`config.mk`:
```
export PLATFORM = sky130hd
export DESIGN_NAME = pdo_port_d
export DESIGN_NICKNAME = d
export VERILOG_FILES = /design/src/pdo_pkg.sv /design/src/pdo_pin_mux.sv /design/src/pdo_port_d.sv
export VERILOG_INCLUDE_DIRS = /design/src /design/src/src
export SDC_FILE = /design/constraint.sdc
export NUM_CORES = 1
export LEC_CHECK = 0
export BUFFER_PORTS_ARGS = -buffer_cell sky130_fd_sc_hd__buf_4
export CORE_MARGIN = 2
export CORE_UTILIZATION = 46
export CTS_BUF_LIST = sky130_fd_sc_hd__clkbuf_8
export DETAILED_ROUTE_END_ITERATION = 8
export PLACE_DENSITY = 0.94
export SLEW_MARGIN = 20
export SYNTH_ARGS = -nofsm -noshare
export SYNTH_HDL_FRONTEND = slang
export SYNTH_SLANG_ARGS = --single-unit
```
`constraint.sdc`:
```
create_clock -name clk -period 3 [get_ports clk]
set_input_delay 0 -clock clk [delete_from_list [all_inputs] [get_ports clk]]
set_output_delay 0 -clock clk [all_outputs]
set_load 0.02 [all_outputs]
```
`src/pdo_params.svh`:
```
`ifndef PDO_PARAMS_SVH
`define PDO_PARAMS_SVH

// Register byte offsets, decoded on the low address bits
`define PDO_ADDR_W 8
`define PDO_OFF_DATA 8'h00
`define PDO_OFF_DIR 8'h04
`define PDO_OFF_PIN 8'h08
`define PDO_OFF_CTRL 8'h0c
`define PDO_OFF_PCMSK 8'h10

// Control register fields
`define PDO_CTRL_PUD_BIT 0
`define PDO_CTRL_PIN_CHANGE_GROUP3_ENABLE_BIT 1
`define PDO_CTRL_SLEEP_BIT 2

// Reset values
`define PDO_RST_DATA 8'h00
`define PDO_RST_DIR 8'h00
`define PDO_RST_CTRL 3'h0
`define PDO_RST_PCMSK 8'h00

// Port width and bus answer
`define PDO_PINS 8
`define PDO_RESP_OKAY 1'h0

`endif

```
`src/pdo_pkg.sv`:
```
package pdo_pkg;

  // Override set for one pin
  typedef struct packed {
    logic pullup_override_en;
    logic pullup_override_val;
    logic dir_override_en;
    logic dir_override_val;
    logic outval_override_en;
    logic outval_override_val;
    logic input_en_override_en;
    logic input_en_override_val;
  } pdo_ovr_s;

  // Enables and outputs coming from the peripherals
  typedef struct packed {
    logic timer2_compare_a_en;
    logic timer2_compare_a_out;
    logic timer2_compare_b_en;
    logic timer2_compare_b_out;
    logic timer1_compare_a_en;
    logic timer1_compare_a_out;
    logic timer1_compare_b_en;
    logic timer1_compare_b_out;
    logic serial1_tx_enable;
    logic serial1_tx_line;
    logic serial1_rx_enable;
    logic serial0_tx_enable;
    logic serial0_tx_line;
    logic serial0_rx_enable;
    logic ext_irq_zero_en;
    logic ext_irq_one_en;
  } pdo_periph_s;

  // Pin inputs delivered to the peripherals
  typedef struct packed {
    logic timer1_capture_in;
    logic serial1_rx_line;
    logic serial0_rx_line;
    logic ext_irq_zero;
    logic ext_irq_one;
    logic [7:0] pin_change_src;
  } pdo_taps_s;

endpackage

```
`src/pdo_pin_mux.sv`:
```
`timescale 1ns/100ps
`include "pdo_params.svh"

module pdo_pin_mux
  import pdo_pkg::*;
(
  input wire pdo_ovr_s ovr,
  input wire logic port_data,
  input wire logic port_dir,
  input wire logic global_pullup_disable,
  input wire logic sleep_off,
  input wire logic pin_sync,
  output logic pad_out,
  output logic pad_oe,
  output logic pad_pullup,
  output logic din
);

  logic pu_base;
  logic die;

  // Pull-up only for an input with its data bit set
  assign pu_base = ~port_dir & port_data;
  // Global disable sits last so no override can revive a pull-up
  assign pad_pullup = (ovr.pullup_override_en ? ovr.pullup_override_val
                       : pu_base) & ~global_pullup_disable;
  assign pad_oe = ovr.dir_override_en ? ovr.dir_override_val
                  : port_dir;
  assign pad_out = ovr.outval_override_en ? ovr.outval_override_val
                   : port_data;
  assign die = ovr.input_en_override_en ? ovr.input_en_override_val
               : ~sleep_off;
  assign din = pin_sync & die;

endmodule

```
`src/pdo_port_d.sv`:
```
`timescale 1ns/100ps
`include "pdo_params.svh"

// Contract
// - Timer2 compare A enabled drives pin 7's value, direction and pull-up stay with the port bits.
// - Timer2 compare B enabled drives pin 6's value, which leaves the pin only when its direction bit is one.
// - Timer1 compare A enabled drives pin 5's value, with direction left to the port direction bit.
// - Timer1 compare B enabled drives pin 4's value, with direction left to the port direction bit.
// - Pin 6's synchronized input feeds the timer1 capture trigger as well as its pin-change source.
// - Serial 1 transmitter enabled forces pin 3 to output with the transmit line and pull-up off.
// - Serial 0 transmitter enabled forces pin 1 to output with the transmit line and pull-up off.
// - Serial 1 receiver enabled forces pin 2 to input with pull-up from its data bit unless globally disabled.
// - Serial 0 receiver enabled forces pin 0 to input, feeds the receiver, pull-up from data unless disabled.
// - A set mask bit with group 3 enabled forces that pin's input on and feeds pin-change sources 24 to 31.
// - External interrupt 1 enabled forces pin 3's input on and feeds that interrupt.
// - External interrupt 0 enabled forces pin 2's input on and feeds that interrupt.
// - The global pull-up disable turns off every pull-up of the port.
module pdo_port_d
  import pdo_pkg::*;
(
  input wire logic clk,
  input wire logic srst,
  input wire logic hsel,
  input wire logic [31:0] haddr,
  input wire logic [1:0] htrans,
  input wire logic hwrite,
  input wire logic [2:0] hsize,
  input wire logic [31:0] hwdata,
  input wire logic hready,
  output logic hreadyout,
  output logic hresp,
  output logic [31:0] hrdata,
  input wire pdo_periph_s periph,
  output pdo_taps_s taps,
  input wire logic [7:0] pad_in,
  output logic [7:0] pad_out,
  output logic [7:0] pad_oe,
  output logic [7:0] pad_pullup
);

  localparam int PINS = `PDO_PINS;

  logic [7:0] data_r;
  logic [7:0] data_nxt;
  logic [7:0] dir_r;
  logic [7:0] dir_nxt;
  logic [2:0] ctrl_r;
  logic [2:0] ctrl_nxt;
  logic [7:0] pcmsk_r;
  logic [7:0] pcmsk_nxt;
  logic [7:0] pin_sync_r;
  logic [7:0] din;
  logic wr_pend_r;
  logic [`PDO_ADDR_W-1:0] wr_addr_r;
  logic [31:0] hrdata_r;
  logic addr_ok;
  logic global_pullup_disable;
  logic pin_change_group3_enable;
  logic sleep_off;
  pdo_ovr_s ovr [PINS];

  assign global_pullup_disable = ctrl_r[`PDO_CTRL_PUD_BIT];
  assign pin_change_group3_enable = ctrl_r[`PDO_CTRL_PIN_CHANGE_GROUP3_ENABLE_BIT];
  assign sleep_off = ctrl_r[`PDO_CTRL_SLEEP_BIT];

  // Read word for an address, narrow registers in the low bits
  function automatic logic [31:0] rd_word(
    input logic [`PDO_ADDR_W-1:0] a,
    input logic [7:0] d,
    input logic [7:0] r,
    input logic [2:0] c,
    input logic [7:0] m,
    input logic [7:0] p
  );
    logic [31:0] w;
    w = 32'h0;
    if (a == `PDO_OFF_DATA) begin
      w[7:0] = d;
    end else if (a == `PDO_OFF_DIR) begin
      w[7:0] = r;
    end else if (a == `PDO_OFF_PIN) begin
      w[7:0] = p;
    end else if (a == `PDO_OFF_CTRL) begin
      w[2:0] = c;
    end else if (a == `PDO_OFF_PCMSK) begin
      w[7:0] = m;
    end
    return w;
  endfunction

  // Zero wait states: every transfer completes in its first data cycle
  assign hreadyout = 1'b1;
  assign hresp = `PDO_RESP_OKAY;
  assign hrdata = hrdata_r;
  assign addr_ok = hsel && htrans[1] && hready;

  always_ff @(posedge clk) begin
    if (srst) begin
      wr_pend_r <= 1'b0;
      wr_addr_r <= '0;
    end else begin
      wr_pend_r <= addr_ok && hwrite;
      if (addr_ok) begin
        wr_addr_r <= haddr[`PDO_ADDR_W-1:0];
      end
    end
  end

  // Pending data-phase write, so a read right behind it sees the new value
  always_comb begin
    data_nxt = data_r;
    dir_nxt = dir_r;
    ctrl_nxt = ctrl_r;
    pcmsk_nxt = pcmsk_r;
    if (wr_pend_r) begin
      if (wr_addr_r == `PDO_OFF_DATA) begin
        data_nxt = hwdata[7:0];
      end else if (wr_addr_r == `PDO_OFF_DIR) begin
        dir_nxt = hwdata[7:0];
      end else if (wr_addr_r == `PDO_OFF_CTRL) begin
        ctrl_nxt = hwdata[2:0];
      end else if (wr_addr_r == `PDO_OFF_PCMSK) begin
        pcmsk_nxt = hwdata[7:0];
      end
    end
  end

  always_ff @(posedge clk) begin
    if (srst) begin
      data_r <= `PDO_RST_DATA;
      dir_r <= `PDO_RST_DIR;
      ctrl_r <= `PDO_RST_CTRL;
      pcmsk_r <= `PDO_RST_PCMSK;
    end else begin
      data_r <= data_nxt;
      dir_r <= dir_nxt;
      ctrl_r <= ctrl_nxt;
      pcmsk_r <= pcmsk_nxt;
    end
  end

  always_ff @(posedge clk) begin
    if (srst) begin
      hrdata_r <= 32'h0;
    end else if (addr_ok && !hwrite) begin
      hrdata_r <= rd_word(haddr[`PDO_ADDR_W-1:0], data_nxt, dir_nxt,
                          ctrl_nxt, pcmsk_nxt, din);
    end
  end

  // One stage of sampling; pins are synchronous to clk here
  always_ff @(posedge clk) begin
    if (srst) begin
      pin_sync_r <= 8'h00;
    end else begin
      pin_sync_r <= pad_in;
    end
  end

  // Override table for the eight pins
  always_comb begin
    for (int k = 0; k < PINS; k++) begin
      ovr[k] = '0;
      ovr[k].input_en_override_val = 1'b1;
      ovr[k].input_en_override_en = pcmsk_r[k] & pin_change_group3_enable;
    end
    // Compare outputs replace only the value
    ovr[7].outval_override_en = periph.timer2_compare_a_en;
    ovr[7].outval_override_val = periph.timer2_compare_a_out;
    ovr[6].outval_override_en = periph.timer2_compare_b_en;
    ovr[6].outval_override_val = periph.timer2_compare_b_out;
    ovr[5].outval_override_en = periph.timer1_compare_a_en;
    ovr[5].outval_override_val = periph.timer1_compare_a_out;
    ovr[4].outval_override_en = periph.timer1_compare_b_en;
    ovr[4].outval_override_val = periph.timer1_compare_b_out;
    // Transmitters own direction, value and pull-up
    ovr[3].pullup_override_en = periph.serial1_tx_enable;
    ovr[3].dir_override_en = periph.serial1_tx_enable;
    ovr[3].dir_override_val = 1'b1;
    ovr[3].outval_override_en = periph.serial1_tx_enable;
    ovr[3].outval_override_val = periph.serial1_tx_line;
    ovr[1].pullup_override_en = periph.serial0_tx_enable;
    ovr[1].dir_override_en = periph.serial0_tx_enable;
    ovr[1].dir_override_val = 1'b1;
    ovr[1].outval_override_en = periph.serial0_tx_enable;
    ovr[1].outval_override_val = periph.serial0_tx_line;
    // Receivers force input, pull-up still from the data bit
    ovr[2].pullup_override_en = periph.serial1_rx_enable;
    ovr[2].pullup_override_val = data_r[2] & ~global_pullup_disable;
    ovr[2].dir_override_en = periph.serial1_rx_enable;
    ovr[0].pullup_override_en = periph.serial0_rx_enable;
    ovr[0].pullup_override_val = data_r[0] & ~global_pullup_disable;
    ovr[0].dir_override_en = periph.serial0_rx_enable;
    // External interrupts need the input awake even in sleep
    ovr[3].input_en_override_en = ovr[3].input_en_override_en
                                  | periph.ext_irq_one_en;
    ovr[2].input_en_override_en = ovr[2].input_en_override_en
                                  | periph.ext_irq_zero_en;
  end

  for (genvar g = 0; g < PINS; g++) begin : g_pin
    pdo_pin_mux u_mux (
      .ovr(ovr[g]),
      .port_data(data_r[g]),
      .port_dir(dir_r[g]),
      .global_pullup_disable(global_pullup_disable),
      .sleep_off(sleep_off),
      .pin_sync(pin_sync_r[g]),
      .pad_out(pad_out[g]),
      .pad_oe(pad_oe[g]),
      .pad_pullup(pad_pullup[g]),
      .din(din[g])
    );
  end

  assign taps.timer1_capture_in = din[6];
  assign taps.serial1_rx_line = din[2];
  assign taps.serial0_rx_line = din[0];
  assign taps.ext_irq_zero = din[2];
  assign taps.ext_irq_one = din[3];
  assign taps.pin_change_src = din;

  property p_t2a_pin7;
    @(posedge clk) disable iff (srst)
      periph.timer2_compare_a_en |->
        pad_out[7] == periph.timer2_compare_a_out && pad_oe[7] == dir_r[7];
  endproperty
  a_t2a_pin7: assert property (p_t2a_pin7)
    else $error("pin 7 not driven by timer2 compare A");

  property p_t2b_pin6;
    @(posedge clk) disable iff (srst)
      periph.timer2_compare_b_en && !dir_r[6] |->
        !pad_oe[6] && pad_out[6] == periph.timer2_compare_b_out;
  endproperty
  a_t2b_pin6: assert property (p_t2b_pin6)
    else $error("pin 6 compare B value or direction wrong");

  property p_t1a_pin5;
    @(posedge clk) disable iff (srst)
      periph.timer1_compare_a_en |->
        pad_out[5] == periph.timer1_compare_a_out && pad_oe[5] == dir_r[5];
  endproperty
  a_t1a_pin5: assert property (p_t1a_pin5)
    else $error("pin 5 not driven by timer1 compare A");

  property p_t1b_pin4;
    @(posedge clk) disable iff (srst)
      periph.timer1_compare_b_en |->
        pad_out[4] == periph.timer1_compare_b_out && pad_oe[4] == dir_r[4];
  endproperty
  a_t1b_pin4: assert property (p_t1b_pin4)
    else $error("pin 4 not driven by timer1 compare B");

  property p_capture_in;
    @(posedge clk) disable iff (srst)
      !$past(srst) && !sleep_off |->
        taps.timer1_capture_in == $past(pad_in[6]);
  endproperty
  a_capture_in: assert property (p_capture_in)
    else $error("capture input does not follow pin 6");

  property p_tx1_pin3;
    @(posedge clk) disable iff (srst)
      periph.serial1_tx_enable |->
        pad_oe[3] && !pad_pullup[3] && pad_out[3] == periph.serial1_tx_line;
  endproperty
  a_tx1_pin3: assert property (p_tx1_pin3)
    else $error("pin 3 not owned by serial 1 transmitter");

  property p_tx0_pin1;
    @(posedge clk) disable iff (srst)
      periph.serial0_tx_enable |->
        pad_oe[1] && !pad_pullup[1] && pad_out[1] == periph.serial0_tx_line;
  endproperty
  a_tx0_pin1: assert property (p_tx0_pin1)
    else $error("pin 1 not owned by serial 0 transmitter");

  property p_rx1_pin2;
    @(posedge clk) disable iff (srst)
      periph.serial1_rx_enable |->
        !pad_oe[2] && pad_pullup[2] == (data_r[2] && !global_pullup_disable);
  endproperty
  a_rx1_pin2: assert property (p_rx1_pin2)
    else $error("pin 2 not input for serial 1 receiver");

  property p_rx0_pin0;
    @(posedge clk) disable iff (srst)
      periph.serial0_rx_enable && !$past(srst) && !sleep_off |->
        !pad_oe[0] && taps.serial0_rx_line == $past(pad_in[0]);
  endproperty
  a_rx0_pin0: assert property (p_rx0_pin0)
    else $error("pin 0 not fed to serial 0 receiver");

  property p_pc_wake;
    @(posedge clk) disable iff (srst)
      pin_change_group3_enable && pcmsk_r[7] && sleep_off && !$past(srst) |->
        taps.pin_change_src[7] == $past(pad_in[7]);
  endproperty
  a_pc_wake: assert property (p_pc_wake)
    else $error("pin change source 31 gated while enabled");

  property p_irq1_wake;
    @(posedge clk) disable iff (srst)
      periph.ext_irq_one_en && sleep_off && !$past(srst) |->
        taps.ext_irq_one == $past(pad_in[3]);
  endproperty
  a_irq1_wake: assert property (p_irq1_wake)
    else $error("external interrupt 1 input gated");

  property p_irq0_wake;
    @(posedge clk) disable iff (srst)
      periph.ext_irq_zero_en && sleep_off && !$past(srst) |->
        taps.ext_irq_zero == $past(pad_in[2]);
  endproperty
  a_irq0_wake: assert property (p_irq0_wake)
    else $error("external interrupt 0 input gated");

  property p_pud_all;
    @(posedge clk) disable iff (srst)
      global_pullup_disable |-> pad_pullup == 8'h00;
  endproperty
  a_pud_all: assert property (p_pud_all)
    else $error("pull-up on while globally disabled");

  property p_plain_port;
    @(posedge clk) disable iff (srst)
      !periph.serial0_tx_enable && !periph.serial0_rx_enable |->
        pad_oe[1:0] == dir_r[1:0]
        && pad_pullup[1] == (!dir_r[1] && data_r[1] && !global_pullup_disable);
  endproperty
  a_plain_port: assert property (p_plain_port)
    else $error("pins 1:0 not under port bits");

endmodule

```
==> impl_metrics.ini, run 1 <==
[status]
status = complete, no violations

[sta]
period_needed_ps = 2532
finalSetupTns_ps = 0
slew_violations = 0
slew_headroom = 0.5502
max_freq_ghz = 0.3949
worstMarginPinSlew_ps = 668.5
hold_viol = 0
rsz0062_at_grt = no
setup_violations = 0
finClkSkew_ps = 19.47
period_share = 0.8441

[yosys]
synth_adder_area_share = 0
postSynthCellCount = 356
synth-edff-count = 0
yosysSeqAreaShare = 0.3486
synthXorXnorAreaFrac = 0
async_flop_share = 0
synth.area.mux_share = 0.1140
avgSynthCellArea_um2 = 8.389
synth.most_common_cell = buf_4
yosysWarnings = 0
yosysTopAreaCell = dfxtp_1
synthFlopType = dfxtp_1
synth.area.top_cells = dfxtp_1, buf_4, mux2i_1
synthTopCellsByCount = buf_4, dfxtp_1, nand2_1
synth_top_family_by_area = simple AND/OR/NAND/NOR gates
synth_area_mm2 = 0.002987
synth_compound_area_frac = 0.1102
ys_ff_latch = 52
yosys.area_share.simple = 0.2363
synth_cell_type_count = 40
synth_top_cell_area_share = 0.3486

[power]
leakagePower_nw = 1.509
finalPower_w = 0.001342
power.density_mw_per_mm2 = 365.6
peakVddDrop_v = 0.0001874

[floorplanning]
fp.dieH_um = 84.58
die_w_um = 84.58
dieArea_mm2 = 0.007153
io_pins = 169
core_region_area_mm2 = 0.006314
start_util = 0.4730
rows = 29

[min_path]
hp-class = input pin to flop
holdPathEnd = dir_r[4]
hp-start = srst
holdPathStages = 2

[layout]
synthToLayoutAreaGrowth_pct = 22.92
antennaDiodeCount = 0
final_core_util = 0.5815
drive_gt1_frac = 0.2780
final_nets = 525
design_area_mm2 = 0.003671
fillers = 525

[critical_path]
crit_arrival_ps = 2720
path_max_fanout = 3
crit_type = flop to flop
critPathCaptureType = flop
r2r_start = wr_addr_r[4]
r2r_cells = 6
critPathLaunchType = flop
r2r-end = hrdata[0]
rrSetupSlack_ps = 470
crit_required_ps = 3180

[global_route]
grt-ovfl-total = 0
grt_pass1_vias = 2502
grt_usage = 0.2060
antenna_found_initial = 0
grt_max_degree = 53
grt_pass1_wl_mm = 11.80

[detailed_routing]
drt-pass1-iter-count = 4
post-route-drc-count = 0
ant_nets = 0
wirelength_mm = 7.485
drt_iter0_markers = 224
vias = 2662
wl_per_cell_um = 14.82
vias_per_cell = 5.271

[clock_network]
clk_latency_ps = 320
hold_buffers = 25
clock_path_buffers = 2
cts_tree = done
clkTransAtPathRegs_ps = 110
cts_resized = 0
postCtsSetupRepairBufs = 0
cts_num_sinks = 52
cts_buffers = 5
clockRootBuffer = clkbuf_8
cts_htree_levels = 2

[placed_design]
io_buffers = 90
placed_area_mm2 = 0.003331
gp_congestion = 0.8758
dp_hpwl_mm = 5.384

[flow_run]
drv_cap = 0
==> per-layer routing <==
layer / GRT usage / wire [um]
met1: 0.2451 / 2938
met2: 0.3479 / 3625
met3: 0.04228 / 615
met4: 0.1097 / 306
met5: 0 / 0
==> worst max-delay path, stage by stage (launching register included) <==
cell and delay (ps):
dfxtp_1 350, or4_4 600, nor4b_4 410, mux2_2 400, a2111oi_1 390, a2111o_1 190
a21oi_1 70
==> flip-flops by register name, summed over array words and instances (netlist names) <==
name / count
data_r: 8
dir_r: 8
hrdata: 8
pcmsk_r: 8
pin_sync_r: 8
wr_addr_r: 8
ctrl_r: 3
wr_pend_r: 1
==> cell type report <==
class | count | area, um2 | share of cell area
clock buffers | 5 | 68.82 | 0.01875
clock inverters | 3 | 21.27 | 0.005794
inverters | 8 | 30.03 | 0.008180
multi-input cells | 243 | 1473 | 0.4012
flip-flops and latches | 52 | 1041 | 0.2836
well taps | 77 | 96.34 | 0.02624
repair buffers | 117 | 940.9 | 0.2563
==> logic make-up after synthesis <==
kind of cell,Yosys count
other cells,2
simple gates,133
buf+inv,85
flops,52
mux,33
compound gates,51
==> how the worst max path moves through the flow <==
| stage | from | endpoint | slack, ps | cells after the start |
|---|---|---|---|---|
| finish | wr_addr_r[4] | hrdata[0] | 470 | 6 |
| global route | wr_addr_r[4] | hrdata[0] | 370 | 6 |
| CTS | wr_addr_r[4] | hrdata[0] | 520 | 6 |
| global placement | wr_addr_r[4] | hrdata[0] | 560 | 6 |
| floorplan | wr_addr_r[4] | hrdata[2] | 760 | 6 |
| detailed placement | wr_addr_r[4] | hrdata[0] | 540 | 6 |
==> stage by stage <==
step           setup WS, ps  cells  hold WS, ps
6_report              467.8    505        143.2
5_1_grt               369.2    505        147.1
4_1_cts               516.7    505        134.8
3_5_place_dp          540.1    472        216.0
3_3_place_gp          564.4    472        215.6
2_1_floorplan         756.4    380        128.2
==> power by group <==
part / internal, W / switching [W]
clock network: 0.000166 / 0.000241
registers: 0.000701 / 0.00000740
logic: 0.000104 / 0.000123
==> layout by cell type (no fill, tap or decap), types with 11 or more instances in the layout <==
master	instances
nand2_1	47
conb_1	26
dfxtp_1	52
dlygate4sd3_1	25
buf_4	92
nor2b_1	14
nor3b_1	11
mux2i_1	25
nor2_1	34
a21oi_1	22
(Power assumes the default switching activity.)
==> run 2, diff against run 1 <==
Settings changed: ABC_AREA set to 1, CORE_UTILIZATION 46 to 42, PLACE_DENSITY 0.94 to 0.89.
Clock period 3 ns to 2.06 ns, I/O delays scaled along.
==> run 2 against run 1 <==
Against the previous run: power up 55%; clock skew down 12 ps; via count up 12%; fmax up 40%; clock power up 70%; cell count up 27%; flip-flop and latch count unchanged; largest cell class unchanged.
==> impl_metrics.ini, run 2 <==
[critical_path]
crit_type = flop to flop
crit_required_ps = 2230
cpPeakStageDelay_ps = 410
crit_path_start = wr_addr_r[2]
cp_top_family = simple AND/OR/NAND/NOR gates
critPathCaptureType = flop
cp_common_cell = nand3_1
path_max_fanout = 7
critPathLaunchType = flop
crit_arrival_ps = 1980
r2r_start = wr_addr_r[2]
crit_chain = nor2_2 > nand2_2 > nor2_4 > nor2_1 > nand3_1 > nand3_1 > nand3_1 > o21bai_1 > a21oi_1
slowest_stage = dfxtp_1
r2r_cells = 9
crit_buf_inv = 0
worst-path-stages = 9

[power]
power.density_mw_per_mm2 = 531.5
power.share.sequential = 0.495
p_switching_w = 0.0005541
peakVddDrop_v = 0.0002655
pwr-share-comb = 0.173
pwr-share-clk = 0.332
p_sw_frac = 0.2661
p_int_w = 0.001528
leakagePower_nw = 1.908

[yosys]
postSynthCellCount = 469
yosysSeqAreaShare = 0.3259
synth.most_common_cell = nand2_1
synth_cell_type_count = 34
yosysWarnings = 0
synthTopCellsByCount = nand2_1, buf_4, inv_1
synth.area.top_cells = dfxtp_1, buf_4, nand2_1
ys_ff_latch = 52
avgSynthCellArea_um2 = 6.811
synth-edff-count = 0
synthFlopType = dfxtp_1
yosysTopAreaCell = dfxtp_1
synth_area_mm2 = 0.003194
synth_top_cell_area_share = 0.3259
async_flop_share = 0

[floorplanning]
rows = 31
fp.dieH_um = 91.21
core_region_area_mm2 = 0.007292
io_pins = 169
die_w_um = 91.21
start_util = 0.4381
dieArea_mm2 = 0.008319

[detailed_routing]
drt-pass1-iter-count = 5
wirelength_mm = 7.795
vias_per_cell = 4.662
vias = 2993
drt_iter0_markers = 239
post-route-drc-count = 0
wl_per_cell_um = 12.14
ant_nets = 0

[placed_design]
dp_hpwl_mm = 5.720
gp_congestion = 0.8356
place_ws_ps = 293.2
io_buffers = 90

[layout]
mostFrequentLayoutCell = nand2_1
synthToLayoutAreaGrowth_pct = 22.64
antennaDiodeCount = 0
layout_common_cells = nand2_1, buf_4, inv_1
final_nets = 640
drive_gt1_frac = 0.2339

[clock_network]
clkTransAtPathRegs_ps = 90
clock_path_buffers = 2
cts_htree_levels = 2
cts_buffers = 5
clk_latency_ps = 310
postCtsSetupRepairBufs = 0
cts_tree = done
clockRootBuffer = clkbuf_8
cts_num_sinks = 52

[global_route]
grt-ovfl-total = 0
grt_max_degree = 53
grt_usage = 0.1927
grt_pass1_vias = 2859
antenna_found_initial = 0
grt_pass1_wl_mm = 13.20

[sta]
worstMarginPinSlew_ps = 560.5
hold_viol = 0
period_share = 0.8777
timing.final.ws_setup_ps = 251.8
finalSetupTns_ps = 0
setup_violations = 0
period_needed_ps = 1808
slew_violations = 0
max_freq_ghz = 0.5530
rsz0062_at_grt = no
finClkSkew_ps = 7.346
slew_headroom = 0.6263

[min_path]
hp-class = input pin to flop
hp-start = hwdata[6]
holdPathStages = 3

[flow_run]
drv_cap = 0

[status]
status = complete, no violations
==> run 2: worst reg2reg max path: cells and delay by family, from the launching register on <==
family / cells / cell delay (ps)
AOI/OAI and AO/OA: 2 / 310
DFF: 1 / 410
and+or+nand+nor: 7 / 950
==> run 2: path summary, 6_finish.rpt <==
check,endpoint,slack [ps]
setup / recovery,hrdata[2],250
hold / removal,data_r[6],30
setup reg to reg,hrdata[2],250
hold reg to reg,hrdata[0],480
==> run 2: area by class of cell <==
class                   instances  area, um2
clock buffers                   5      68.82
clock inverters                 3      38.79
fillers                       709       3374
inverters                      58      217.7
multi-input cells             310       1509
flip-flops and latches         52       1041
well taps                      99      123.9
repair buffers                115      918.4
==> run 2: logic make-up after synthesis <==
family / count (synthesis) / synth area share
other cells: 2 / 0.002351
compound gates: 53 / 0.1065
buf+inv: 131 / 0.2319
flops: 52 / 0.3259
simple gates: 231 / 0.3333
==> run 2: per-stage QoR <==
stage / utilization / std cells / area (um2) / power (W) / hold slack (ps)
2_1_floorplan: - / 493 / 3284 / 0.001311 / 107.0
3_3_place_gp: 0.4914 / 612 / 3583 / 0.001373 / 206.1
3_5_place_dp: 0.4914 / 612 / 3583 / 0.001379 / 206.2
4_1_cts: 0.5364 / 642 / 3911 / 0.002097 / 16.20
5_1_grt: 0.5372 / 642 / 3918 / 0.002183 / 21.31
6_report: 0.5372 / 642 / 3918 / 0.002082 / 26.49
==> run 2: metal layers <==
metal	GRT usage	share of wire	up-vias
met5	0	0	-
met4	0.07323	0.027	0
met3	0.03485	0.075	17
met2	0.3179	0.46	140
met1	0.2503	0.44	1307
li1	-	-	1529
==> run 2: timing repair <==
| item | 4_1_cts | 5_1_grt |
|---|---|---|
| hold buffers | 22 | 0 |
| resized for setup | 0 | 1 |
| hold endpoints to repair | 22 | 0 |
| setup endpoints to repair | 0 | 2 |
==> run 2: power groups by stage <==
stage	sequential, W	combinational (W)	clock, W
6_report	0.00103	0.000360	0.000691
5_1_grt	0.00103	0.000392	0.000757
4_1_cts	0.00103	0.000356	0.000709
3_5_place_dp	0.00105	0.000324	0
3_3_place_gp	0.00105	0.000319	0
2_1_floorplan	0.00105	0.000258	0
==> run 3, diff against run 2 <==
Settings changed: CELL_PAD_IN_SITES_DETAIL_PLACEMENT set to 1, CELL_PAD_IN_SITES_GLOBAL_PLACEMENT set to 2, CORE_UTILIZATION 42 to 21.
==> run 3 against run 2 <==
Against the previous run: first-iteration DRC count is 57% lower; clock power is 9.8% lower; cell count is 15% higher; clock-buffer cell count stayed put; largest cell class unchanged.
==> impl_metrics.ini, run 3 (same netlist as run 2, synthesis figures left out) <==
[status]
status = complete, no violations

[floorplanning]
fp.dieH_um = 127.3
dieArea_mm2 = 0.01621
start_util = 0.2125
io_pins = 169
rows = 45
die_w_um = 127.3
core_region_area_mm2 = 0.01503

[power]
p_int_w = 0.001423
power.share.sequential = 0.508
pwr-share-clk = 0.307
pwr-share-comb = 0.185
p_switching_w = 0.0006071
power.density_mw_per_mm2 = 499.9
peakVddDrop_v = 0.0002428
leakagePower_nw = 1.920
p_sw_frac = 0.2991
finalPower_w = 0.002030

[global_route]
grt_usage = 0.1190
antenna_found_initial = 0
grt_pass1_wl_mm = 15.42
grt-ovfl-total = 0
grt_pass1_vias = 3026
grt_max_degree = 53

[sta]
finalSetupTns_ps = 0
max_freq_ghz = 0.5509
period_share = 0.8812
slew_headroom = 0.6007
finClkSkew_ps = 16.06
rsz0062_at_grt = no
worstMarginPinSlew_ps = 599.0
slew_violations = 0
setup_violations = 0
period_needed_ps = 1815
hold_viol = 0

[critical_path]
cpPeakStageDelay_ps = 430
crit_required_ps = 2240
cp_common_cell = nand3_1
critPathLaunchType = flop
r2r_cells = 9
cp_top_family = simple AND/OR/NAND/NOR gates
crit_buf_inv = 0
r2r-end = hrdata[2]
critPathCaptureType = flop
crit_type = flop to flop
r2r_start = wr_addr_r[2]
path_max_fanout = 7
slowest_stage = dfxtp_1
crit_arrival_ps = 2000
crit_chain = nor2_2 > nand2_2 > nor2_4 > nor2_1 > nand3_1 > nand3_1 > nand3_1 > o21bai_1 > a21oi_1
rrSetupSlack_ps = 240

[clock_network]
clkTransAtPathRegs_ps = 100
cts_num_sinks = 52
clock_path_buffers = 2
clockRootBuffer = clkbuf_8
cts_buffers = 5
cts_tree = done
clk_latency_ps = 330
cts_htree_levels = 2
postCtsSetupRepairBufs = 0

[layout]
drive_gt1_frac = 0.2436
antennaDiodeCount = 0
synthToLayoutAreaGrowth_pct = 27.11
layout_common_cells = nand2_1, buf_4, inv_1
fillers = 1861
mostFrequentLayoutCell = nand2_1
final_nets = 647

[detailed_routing]
highest_layer = met4
vias_per_cell = 4.069
dr_wl_met3_um = 533
wirelength_mm = 9.603
post-route-drc-count = 0
dr_wl_met2_mm = 4.316
wl_per_cell_um = 13.01
vias = 3003
drt-pass1-iter-count = 5
ant_nets = 0
drt-met1-wl_mm = 4.560
drt_iter0_markers = 103

[placed_design]
io_buffers = 90
gp_congestion = 0.8249
dp_hpwl_mm = 7.441

[min_path]
holdPathEnd = wr_addr_r[0]
hp-class = input pin to flop
holdPathStages = 3
hp-start = haddr[0]

[flow_run]
drv_cap = 0
run 3: changes by cell type in the layout (fill, tap and decap cells not counted), sizes merged:
cell	before	now
dlygate4sd3	22	23
bufinv	1	0
buf	93	99
clkinvlp	0	1
run 3: worst min-delay path: stages:
cell	delay [ps]
buf_4	120
nor2_1	110
a211oi_1	60
run 3: how the worst max path moves through the flow:
stage | cells past startpoint | slack [ps] | to | startpoint
after CTS | 9 | 260 | hrdata[1] | wr_addr_r[4]
final | 9 | 240 | hrdata[2] | wr_addr_r[2]
after floorplan | 10 | 590 | hrdata[3] | wr_addr_r[2]
after global placement | 9 | 270 | hrdata[2] | wr_addr_r[2]
after detailed placement | 9 | 260 | hrdata[2] | wr_addr_r[2]
after global routing | 9 | 30 | hrdata[1] | wr_addr_r[4]
run 3: metrics by stage:
step / instances / util / cell area (um2) / hold WS [ps] / setup slack [ps]
detailed placement: 707 / 0.2488 / 3740 / 215.1 / 257.0
floorplan: 493 / - / 3284 / 107.0 / 594.7
global placement: 707 / 0.2488 / 3740 / 208.8 / 273.9
finish: 738 / 0.2701 / 4060 / 18.10 / 244.7
CTS: 738 / 0.2701 / 4060 / 12.54 / 261.2
global route: 738 / 0.2701 / 4060 / 41.43 / 31.69
run 3: routing by layer:
metal,vias to the layer above,GRT usage
met3,9,0.02596
li1,1543,-
met5,-,0
met4,0,0.04008
met1,1366,0.1535
met2,85,0.1972
run 3: power by group through the flow:
stage	Sequential [W]	Combinational, W	Clock (W)
finish	0.00103	0.000375	0.000623
global route	0.00103	0.000409	0.000674
CTS	0.00103	0.000377	0.000647
detailed placement	0.00106	0.000342	0
global placement	0.00105	0.000336	0
floorplan	0.00105	0.000258	0
run 3: area by class of cell:
| cell class | instances | area (um2) | area share |
|---|---|---|---|
| Inverter | 58 | 217.7 | 0.05362 |
| Clock buffer | 5 | 68.82 | 0.01695 |
| Sequential cell | 52 | 1041 | 0.2564 |
| Clock inverter | 3 | 21.27 | 0.005239 |
| Multi-Input combinational cell | 310 | 1503 | 0.3701 |
| Tap cell | 188 | 235.2 | 0.05794 |
| Timing Repair Buffer | 122 | 973.4 | 0.2398 |
run 3: timing repair:
item                                   CTS  global route
endpoints found under the hold margin   22             0
hold buffers                            23             0
gates resized for setup                  0             0
